===== config.mk =====
export PLATFORM = sky130hd
export DESIGN_NAME = lcsc_top
export DESIGN_NICKNAME = d
export VERILOG_FILES = /design/src/hdl/lcsc_pkg.sv /design/src/hdl/lcsc_top.sv
export SDC_FILE = /design/constraint.sdc
export NUM_CORES = 1
export LEC_CHECK = 0
export ABC_AREA = 1
export BUFFER_PORTS_ARGS = -buffer_cell sky130_fd_sc_hd__buf_2
export CORE_ASPECT_RATIO = 1.25
export CORE_UTILIZATION = 30
export DETAILED_ROUTE_END_ITERATION = 10
export GPL_TIMING_DRIVEN = 0
export SYNTH_ARGS = -nofsm -noshare
export SYNTH_HDL_FRONTEND = slang
export SYNTH_SLANG_ARGS = --single-unit
export TNS_END_PERCENT = 100

===== constraint.sdc =====
create_clock -name clk -period 1.9 [get_ports clk]
set_clock_uncertainty 0.15 [all_clocks]
set_input_delay 0.19 -clock clk [delete_from_list [all_inputs] [get_ports clk]]
set_output_delay 0.19 -clock clk [all_outputs]
set_load 0.1 [all_outputs]

===== src/hdl/lcsc_pkg.sv =====
// Purpose: Constants and carriers for the link control set/clear bank
// Assumes: 125 MHz core clock, byte addresses on the register port
// Notes: Operation summary of the bank follows
// Operation
// - Flags reachable at a set and clear offset
// - Reserved bit ranges always read as zero
// - Source flag selects external cycle input rollover
// - Otherwise roll over after 3072 timer counts
// - Root flag emits cycle start each rollover
// - Non-root follows received cycle start packets
// - Overlong cycle event clears root flag
// - Root set ignored while overlong event stands
// - Count enable advances offset on each tick below the last count
// - Count enable low holds the offset
// - PHY packets delivered only if context enabled
// - PHY flag never affects self-ID receipt
// - Self-ID flag lets self-ID packets in
// - Lock forces tag-one sync filter to one
// - Unlocked filter bit freely readable and writable
// - Lock cleared only by the three resets
package lcsc_pkg;

    // ==========================================================
    // Register map
    localparam logic [7:0] LCSC_SET_OFS = 8'hE0; // Set view
    localparam logic [7:0] LCSC_CLR_OFS = 8'hE4; // Clear view

    // ==========================================================
    // Flag positions
    localparam int LCSC_SRC_BIT = 22; // Rollover source
    localparam int LCSC_ROOT_BIT = 21; // Root generator
    localparam int LCSC_CNT_BIT = 20; // Count enable
    localparam int LCSC_PHY_BIT = 10; // PHY packet receive
    localparam int LCSC_SID_BIT = 9; // Self-ID receive
    localparam int LCSC_LOCK_BIT = 6; // Sync filter lock
    // Implemented bits; everything else reads zero
    localparam logic [31:0] LCSC_IMPL_MASK = 32'h0070_0640;
    localparam logic [31:0] LCSC_FLAGS_RST = 32'h0000_0000;

    // ==========================================================
    // Timing
    localparam int LCSC_CLK_KHZ = 125000; // Core clock rate
    localparam int LCSC_TMR_KHZ = 24576; // Cycle timer rate
    localparam int LCSC_CYCLE_US = 125; // Nominal cycle length
    localparam logic [11:0] LCSC_CYCLE_COUNTS =
        12'(LCSC_TMR_KHZ * LCSC_CYCLE_US / 1000); // 3072
    localparam logic [11:0] LCSC_OFS_LAST =
        LCSC_CYCLE_COUNTS - 12'h001;
    localparam logic [17:0] LCSC_ACC_STEP = 18'(LCSC_TMR_KHZ);
    localparam logic [17:0] LCSC_ACC_WRAP = 18'(LCSC_CLK_KHZ);

    // ==========================================================
    // Receive side carriers
    typedef struct packed {
        logic cycle_start_pkt; // Cycle start packet seen
        logic [11:0] cycle_start_ofs; // Its offset field
        logic phy_pkt; // Incoming PHY packet
        logic self_id_pkt; // Incoming self-ID packet
        logic ar_req_ctx_en; // Async receive request running
    } lcsc_rx_t;

    typedef struct packed {
        logic phy_deliver; // PHY packet into async receive
        logic self_id_accept; // Self-ID packet taken
    } lcsc_rx_acc_t;

endpackage


===== src/hdl/lcsc_top.sv =====
// Purpose: Link control set/clear flags and cycle timer
// Assumes: All inputs synchronous to clk, rst synchronous high
// Notes: Read data valid only in the cycle after the strobe
`timescale 1ns/100ps
module lcsc_top #(
    parameter int ADDR_W = 8
) (
    input wire logic clk,
    input wire logic rst,
    // Register port
    input wire logic [ADDR_W-1:0] reg_addr,
    input wire logic [31:0] reg_wdata,
    input wire logic reg_wr,
    input wire logic reg_rd,
    output logic [31:0] reg_rdata,
    // Extra reset sources
    input wire logic express_fundamental_reset_in,
    input wire logic global_reset_input,
    // Link side
    input wire logic overlong_cycle_event,
    input wire logic external_cycle_input,
    input wire lcsc_pkg::lcsc_rx_t rx_in,
    input wire logic tag_one_sync_filter_wr,
    output lcsc_pkg::lcsc_rx_acc_t rx_acc,
    output logic tag_one_sync_filter,
    output logic [11:0] cycle_offset,
    output logic cycle_start_emit,
    output logic rollover_source_select,
    output logic root_cycle_generator_enable,
    output logic timer_offset_count_enable,
    output logic phy_packet_receive_enable,
    output logic self_identification_receive_enable,
    output logic sync_filter_force_lock
);
    import lcsc_pkg::*;

    // ==========================================================
    // Helpers
    // Address match against a register offset
    function automatic logic hit(input logic [ADDR_W-1:0] a,
                                 input logic [7:0] ofs);
        hit = (a == ADDR_W'(ofs));
    endfunction

    // ==========================================================
    // Declarations
    logic [31:0] flags_reg; // Flag store
    logic [31:0] flags_next; // Flag next value
    logic [31:0] rdata_reg; // Read answer
    logic [17:0] acc_reg; // Tick phase accumulator
    logic [17:0] acc_sum; // Accumulator plus step
    logic tick_reg; // 24.576 MHz enable pulse
    logic ext_prev_reg; // Last external cycle level
    logic ext_edge; // External cycle rising edge
    logic [11:0] ofs_reg; // Cycle timer offset
    logic roll; // Rollover this cycle
    logic start_reg; // Cycle start pulse
    logic filt_reg; // Effective sync filter bit
    lcsc_rx_acc_t acc_out_reg; // Receive acceptance
    logic set_wr; // Write at set view
    logic clr_wr; // Write at clear view
    logic flag_rst; // Any flag reset source
    logic [31:0] set_mask; // Bits that may be set now

    // ==========================================================
    // Write decode
    // Strobes qualified by the two views
    assign set_wr = reg_wr && hit(reg_addr, LCSC_SET_OFS);
    assign clr_wr = reg_wr && hit(reg_addr, LCSC_CLR_OFS);
    // Power-on, fundamental and global reset all clear flags
    assign flag_rst = rst || express_fundamental_reset_in ||
                      global_reset_input;

    // Root cannot be set while the overlong event stands
    always_comb begin
        set_mask = LCSC_IMPL_MASK;
        if (overlong_cycle_event) begin
            set_mask[LCSC_ROOT_BIT] = 1'b0;
        end
    end

    // Next flag value from set/clear writes and hardware
    always_comb begin
        flags_next = flags_reg;
        if (set_wr) begin
            // Ones set, zeros leave alone
            flags_next = flags_reg | (reg_wdata & set_mask);
        end else if (clr_wr) begin
            // Ones clear; lock cannot be cleared here
            flags_next = flags_reg &
                ~(reg_wdata & LCSC_IMPL_MASK);
            flags_next[LCSC_LOCK_BIT] =
                flags_reg[LCSC_LOCK_BIT];
        end
        if (overlong_cycle_event) begin
            // Hardware drops the root role
            flags_next[LCSC_ROOT_BIT] = 1'b0;
        end
        // Reserved bits never hold a one
        flags_next = flags_next & LCSC_IMPL_MASK;
    end

    // ==========================================================
    // Flag store
    // All flags, lock included, cleared by the reset sources
    always_ff @(posedge clk) begin
        if (flag_rst) begin
            flags_reg <= LCSC_FLAGS_RST;
        end else begin
            flags_reg <= flags_next;
        end
    end

    // ==========================================================
    // Read port
    // Either view returns the current flags, one cycle later
    always_ff @(posedge clk) begin
        if (rst) begin
            rdata_reg <= 32'h0000_0000;
        end else if (reg_rd && (hit(reg_addr, LCSC_SET_OFS) ||
                               hit(reg_addr, LCSC_CLR_OFS))) begin
            rdata_reg <= flags_reg & LCSC_IMPL_MASK;
        end else begin
            // Unmapped or idle cycles answer zero
            rdata_reg <= 32'h0000_0000;
        end
    end

    // ==========================================================
    // Timer tick divider
    // Fractional accumulator gives 24.576 MHz on average
    assign acc_sum = acc_reg + LCSC_ACC_STEP;

    always_ff @(posedge clk) begin
        if (rst) begin
            acc_reg <= 18'h0_0000;
            tick_reg <= 1'b0;
        end else if (acc_sum >= LCSC_ACC_WRAP) begin
            // Wrap and emit one enable pulse
            acc_reg <= acc_sum - LCSC_ACC_WRAP;
            tick_reg <= 1'b1;
        end else begin
            acc_reg <= acc_sum;
            tick_reg <= 1'b0;
        end
    end

    // ==========================================================
    // External cycle edge
    // Rising edge of the external cycle input
    always_ff @(posedge clk) begin
        if (rst) begin
            ext_prev_reg <= 1'b0;
        end else begin
            ext_prev_reg <= external_cycle_input;
        end
    end

    assign ext_edge = external_cycle_input && !ext_prev_reg;

    // ==========================================================
    // Rollover decision
    // Source flag picks external edge or internal count
    always_comb begin
        roll = 1'b0;
        if (flags_reg[LCSC_CNT_BIT]) begin
            if (flags_reg[LCSC_SRC_BIT]) begin
                roll = ext_edge;
            end else begin
                roll = tick_reg &&
                       (ofs_reg == LCSC_OFS_LAST);
            end
        end
    end

    // ==========================================================
    // Cycle timer offset
    // Counts ticks while enabled, holds otherwise
    always_ff @(posedge clk) begin
        if (rst) begin
            ofs_reg <= 12'h000;
        end else if (!flags_reg[LCSC_CNT_BIT]) begin
            ofs_reg <= ofs_reg;
        end else if (roll) begin
            ofs_reg <= 12'h000;
        end else if (!flags_reg[LCSC_ROOT_BIT] &&
                     rx_in.cycle_start_pkt) begin
            // Follow the sending root's offset
            ofs_reg <= rx_in.cycle_start_ofs;
        end else if (tick_reg &&
                     (ofs_reg != LCSC_OFS_LAST)) begin
            // Advance on each tick below the last count; at the last count the external source holds
            ofs_reg <= ofs_reg + 12'h001;
        end
    end

    // ==========================================================
    // Cycle start generation
    // Root emits a start packet request on each rollover
    always_ff @(posedge clk) begin
        if (rst) begin
            start_reg <= 1'b0;
        end else begin
            start_reg <= roll && flags_reg[LCSC_ROOT_BIT];
        end
    end

    // ==========================================================
    // Receive gating
    // PHY flag only steers PHY packets; self-ID separate
    always_ff @(posedge clk) begin
        if (rst) begin
            acc_out_reg <= '0;
        end else begin
            acc_out_reg.phy_deliver <= rx_in.phy_pkt &&
                flags_reg[LCSC_PHY_BIT] &&
                rx_in.ar_req_ctx_en;
            acc_out_reg.self_id_accept <= rx_in.self_id_pkt &&
                flags_reg[LCSC_SID_BIT];
        end
    end

    // ==========================================================
    // Sync filter force
    // Lock forces the bit, else the written value passes
    always_ff @(posedge clk) begin
        if (rst) begin
            filt_reg <= 1'b0;
        end else if (flags_reg[LCSC_LOCK_BIT]) begin
            filt_reg <= 1'b1;
        end else begin
            filt_reg <= tag_one_sync_filter_wr;
        end
    end

    // ==========================================================
    // Outputs
    assign reg_rdata = rdata_reg;
    assign rx_acc = acc_out_reg;
    assign tag_one_sync_filter = filt_reg;
    assign cycle_offset = ofs_reg;
    assign cycle_start_emit = start_reg;
    assign rollover_source_select = flags_reg[LCSC_SRC_BIT];
    assign root_cycle_generator_enable = flags_reg[LCSC_ROOT_BIT];
    assign timer_offset_count_enable = flags_reg[LCSC_CNT_BIT];
    assign phy_packet_receive_enable = flags_reg[LCSC_PHY_BIT];
    assign self_identification_receive_enable =
        flags_reg[LCSC_SID_BIT];
    assign sync_filter_force_lock = flags_reg[LCSC_LOCK_BIT];
endmodule

==> impl_metrics.csv <==
group,metric,value,unit
global_route,antenna_found_initial,0,
clock_tree,cts_buffer_depth,2,
critical_path,cp-start-kind,"flip-flop",
floorplan,die_area,0.00985,mm^2
routing,dr.pass1.iters,5,
timing,max_freq,543,MHz
timing,hold_viol_final,0,
logic_synthesis,syn_inst,418,
critical_path,crit_arrival,1.91,ns
floorplan,io_pins,119,
logic_synthesis,synth_top_family_by_area,"simple AND/OR/NAND/NOR gates",
clock_tree,clk_pin_slew,0.07,ns
logic_synthesis,synth_fa_ha_area_share,2.21,%
global_route,grtUsageMet1,15.6,%
clock_tree,numCtsBuffers,5,
placement,dpl-instance-area,0.00348,mm^2
global_route,grt_pass1_vias,2572,
clock_tree,clockRootBuffer,"clkbuf_16",
timing,finalSetupTns,0,ns
routing,vias,2891,
global_route,grt_max_degree,16,
routing,remaining_drc_errors,0,
cells_and_area,instances_no_fill,660,
floorplan,core_area,0.00917,mm^2
placement,dp_slack,-0.0407,ns
logic_synthesis,syn_area,0.00284,mm^2
pwr,peakVddDrop,347,uV
timing,timing.final.ws_setup,0.0590,ns
pwr,finalPower,3.08,mW
timing,fin_crit_sh,96.9,%
floorplan,initial_core_util,30.9,%
cells_and_area,fin_nets,606,
timing,whs,0.0136,ns
timing,worst_slew_pin_slew,0.660,ns
cells_and_area,final_core_util,43.2,%
logic_synthesis,synth_top_area_share,31.8,%
logic_synthesis,ys_ff_latch,45,
placement,dp_hpwl,5160,um
cells_and_area,nFillCells,944,
cells_and_area,final_cell_area,0.00397,mm^2
routing,drt-total-wl,7210,um
status,status,"finished clean",
timing,min_period,1.84,ns
global_route,grtUsageMet2,27.0,%
floorplan,die_w,89.0,um
critical_path,cp_max_fo,6,
hold_path,min_from,"reg_wdata[20]",
critical_path,cp-startpoint,"acc_reg[13]$_SDFF_PP0_",
hold_path,hold_path.class,"input pin to flip-flop",
floorplan,num_rows,39,
clock_tree,clk_latency,0.29,ns
logic_synthesis,syn_avg_cell_area,6.79,um^2
global_route,grt_use_met3,2.23,%
routing,wl_per_cell,10.9,um
placement,gp_congestion,0.841,
global_route,grt_overflow,0,
timing,drv_slew,0,
cells_and_area,drive_gt1_share,37.8,%
clock_tree,h-tree-depth,2,
floorplan,die_y,111,um
timing,timing.slew.headroom,56.0,%
placement,placed_cells,631,
critical_path,ff2ff_path_depth,13,
job,maxCapViolCount,0,
clock_tree,cts_tree,"yes",
clock_tree,cts_sinks,45,
cells_and_area,largest_reg_flops,15,
cells_and_area,insertedDiodeCount,0,
timing,setup_viol,0,
logic_synthesis,synth_compound_area_share,9.31,%
logic_synthesis,ys_seq_area_share,31.8,%
logic_synthesis,synth-xor-area-share,3.40,%
logic_synthesis,yosysWarningCount,0,
timing,rsz0062_at_grt,"yes",
hold_path,hold_depth,3,
critical_path,end_kind,"flip-flop",
pwr,p_leak,1.88,nW
global_route,top_usage_layer,"met2",
pwr,cellPowerDensity,776,mW/mm^2
logic_synthesis,yosys-mux-area-fraction,0,%
critical_path,crit_type,"flip-flop to flip-flop",
critical_path,required,1.97,ns
global_route,grt_pass1_wl,11200,um
critical_path,r2r_start,"acc_reg[13]$_SDFF_PP0_",
placement,io_buffers,65,
routing,vias_per_cell,4.38,
logic_synthesis,synth_cell_types,39,
cells_and_area,syn2layout_area_growth,39.8,%
global_route,grt_usage,14.3,%
logic_synthesis,synth_top_cell_by_area,"dfxtp_1",
routing,drt_iter0_markers,138,
logic_synthesis,synthSimpleGateAreaFrac,36.8,%
logic_synthesis,synth_area_leaders,"dfxtp_1 (32%), nand2_1 (11%), nand3_1 (7.8%), buf_4 (6.9%), nor2_1 (6.9%)",
routing,ant_nets,0,
==> placed cells by master, fill, tap and decap left out, types with 6 or more instances in the layout <==
cell / count
dfxtp_4: 11
clkbuf_16: 6
a21oi_1: 12
buf_4: 36
nor2_1: 50
nand2_1: 81
dfxtp_1: 28
dfxtp_2: 6
nand3_1: 42
conb_1: 26
o21ai_2: 6
xor2_1: 10
o21ai_0: 7
inv_2: 7
dlygate4sd3_1: 9
inv_1: 46
nand2_2: 19
a21oi_2: 10
nand4_1: 6
buf_2: 66
==> routing by layer <==
layer  part of all wire (%)  routed length, um  vias up
li1                       -                  -     1504
met1                     41               2960     1320
met2                     54               3890       59
met3                    3.2                233        8
met4                    1.7                125        0
met5                      0                  0        -
==> cells in the mapped netlist, drive strengths merged <==
| master | number |
|---|---|
| nand2 | 103 |
| inv | 55 |
| nor2 | 54 |
| nand3 | 47 |
| dfxtp | 45 |
| buf | 31 |
| a21oi | 23 |
| o21ai | 15 |
| xor2 | 10 |
| nor3 | 8 |
| nand4 | 6 |
| ha | 5 |
| clkbuf | 4 |
| or2 | 3 |
| a31oi | 1 |
| and2 | 1 |
| clkinv | 1 |
| conb | 1 |
| nand3b | 1 |
| nor4 | 1 |
| o211ai | 1 |
| o21bai | 1 |
| xnor2 | 1 |
==> cell type report <==
| cell class | count | area (um^2) | share of cell area (%) |
|---|---|---|---|
| sequential | 45 | 950 | 23.9 |
| clock buffer | 5 | 125 | 3.15 |
| buffer | 35 | 263 | 6.62 |
| clock inverter | 3 | 20.0 | 0.505 |
| inverter | 56 | 218 | 5.49 |
| timing repair buffer | 86 | 527 | 13.3 |
| multi-input combinational | 307 | 1710 | 43.1 |
| tap | 123 | 154 | 3.88 |
==> final timing paths <==
| kind | slack [ns] | to |
|---|---|---|
| worst max-delay path | 0.06 | acc_reg[9]$_SDFFE_PP0P_ |
| worst min-delay path | 0.01 | flip-flop |
| worst max register to register | 0.06 | acc_reg[9]$_SDFFE_PP0P_ |
| worst min register to register | 0.31 | flags_reg[21]$_SDFFE_PP0P_ |
==> report_power, final <==
| part | internal, mW | leakage [nW] | switching [mW] |
|---|---|---|---|
| logic | 0.414 | 1.43 | 0.735 |
| clock network | 0.491 | 0.0745 | 0.395 |
| registers | 0.982 | 0.376 | 0.0586 |
==> cells by family (layout without fill, tap and decap cells) <==
| logic type | Yosys count | after routing |
|---|---|---|
| xor gates and xnor gates | 11 | 11 |
| other | 1 | 26 |
| buffers and inverters | 91 | 185 |
| adders and majority gates | 5 | 5 |
| DFF | 45 | 45 |
| and+or+nand+nor | 224 | 224 |
| AOI/OAI and AO/OA | 41 | 41 |
==> critical path, cell delays in order (launching register included) <==
cell and delay, ns:
dfxtp_2 0.33, inv_4 0.10, ha_4 0.16, inv_4 0.04, nand2_2 0.05, nand2_2 0.10
inv_4 0.08, nand3_4 0.09, nor2_4 0.11, nand3_2 0.10, nand3_4 0.14, clkbuf_16 0.17
nand2_2 0.05, a21oi_2 0.10
==> repair_timing <==
action / CTS / global route
gates resized for setup: 3 / 33
hold endpoints to repair: 7 / 0
setup buffers: 2 / 9
hold buffers: 9 / 0
endpoints found under the setup margin: 12 / 26
pin swaps: 1 / 10
cloned: 0 / 1
(Power assumes the default switching activity.)
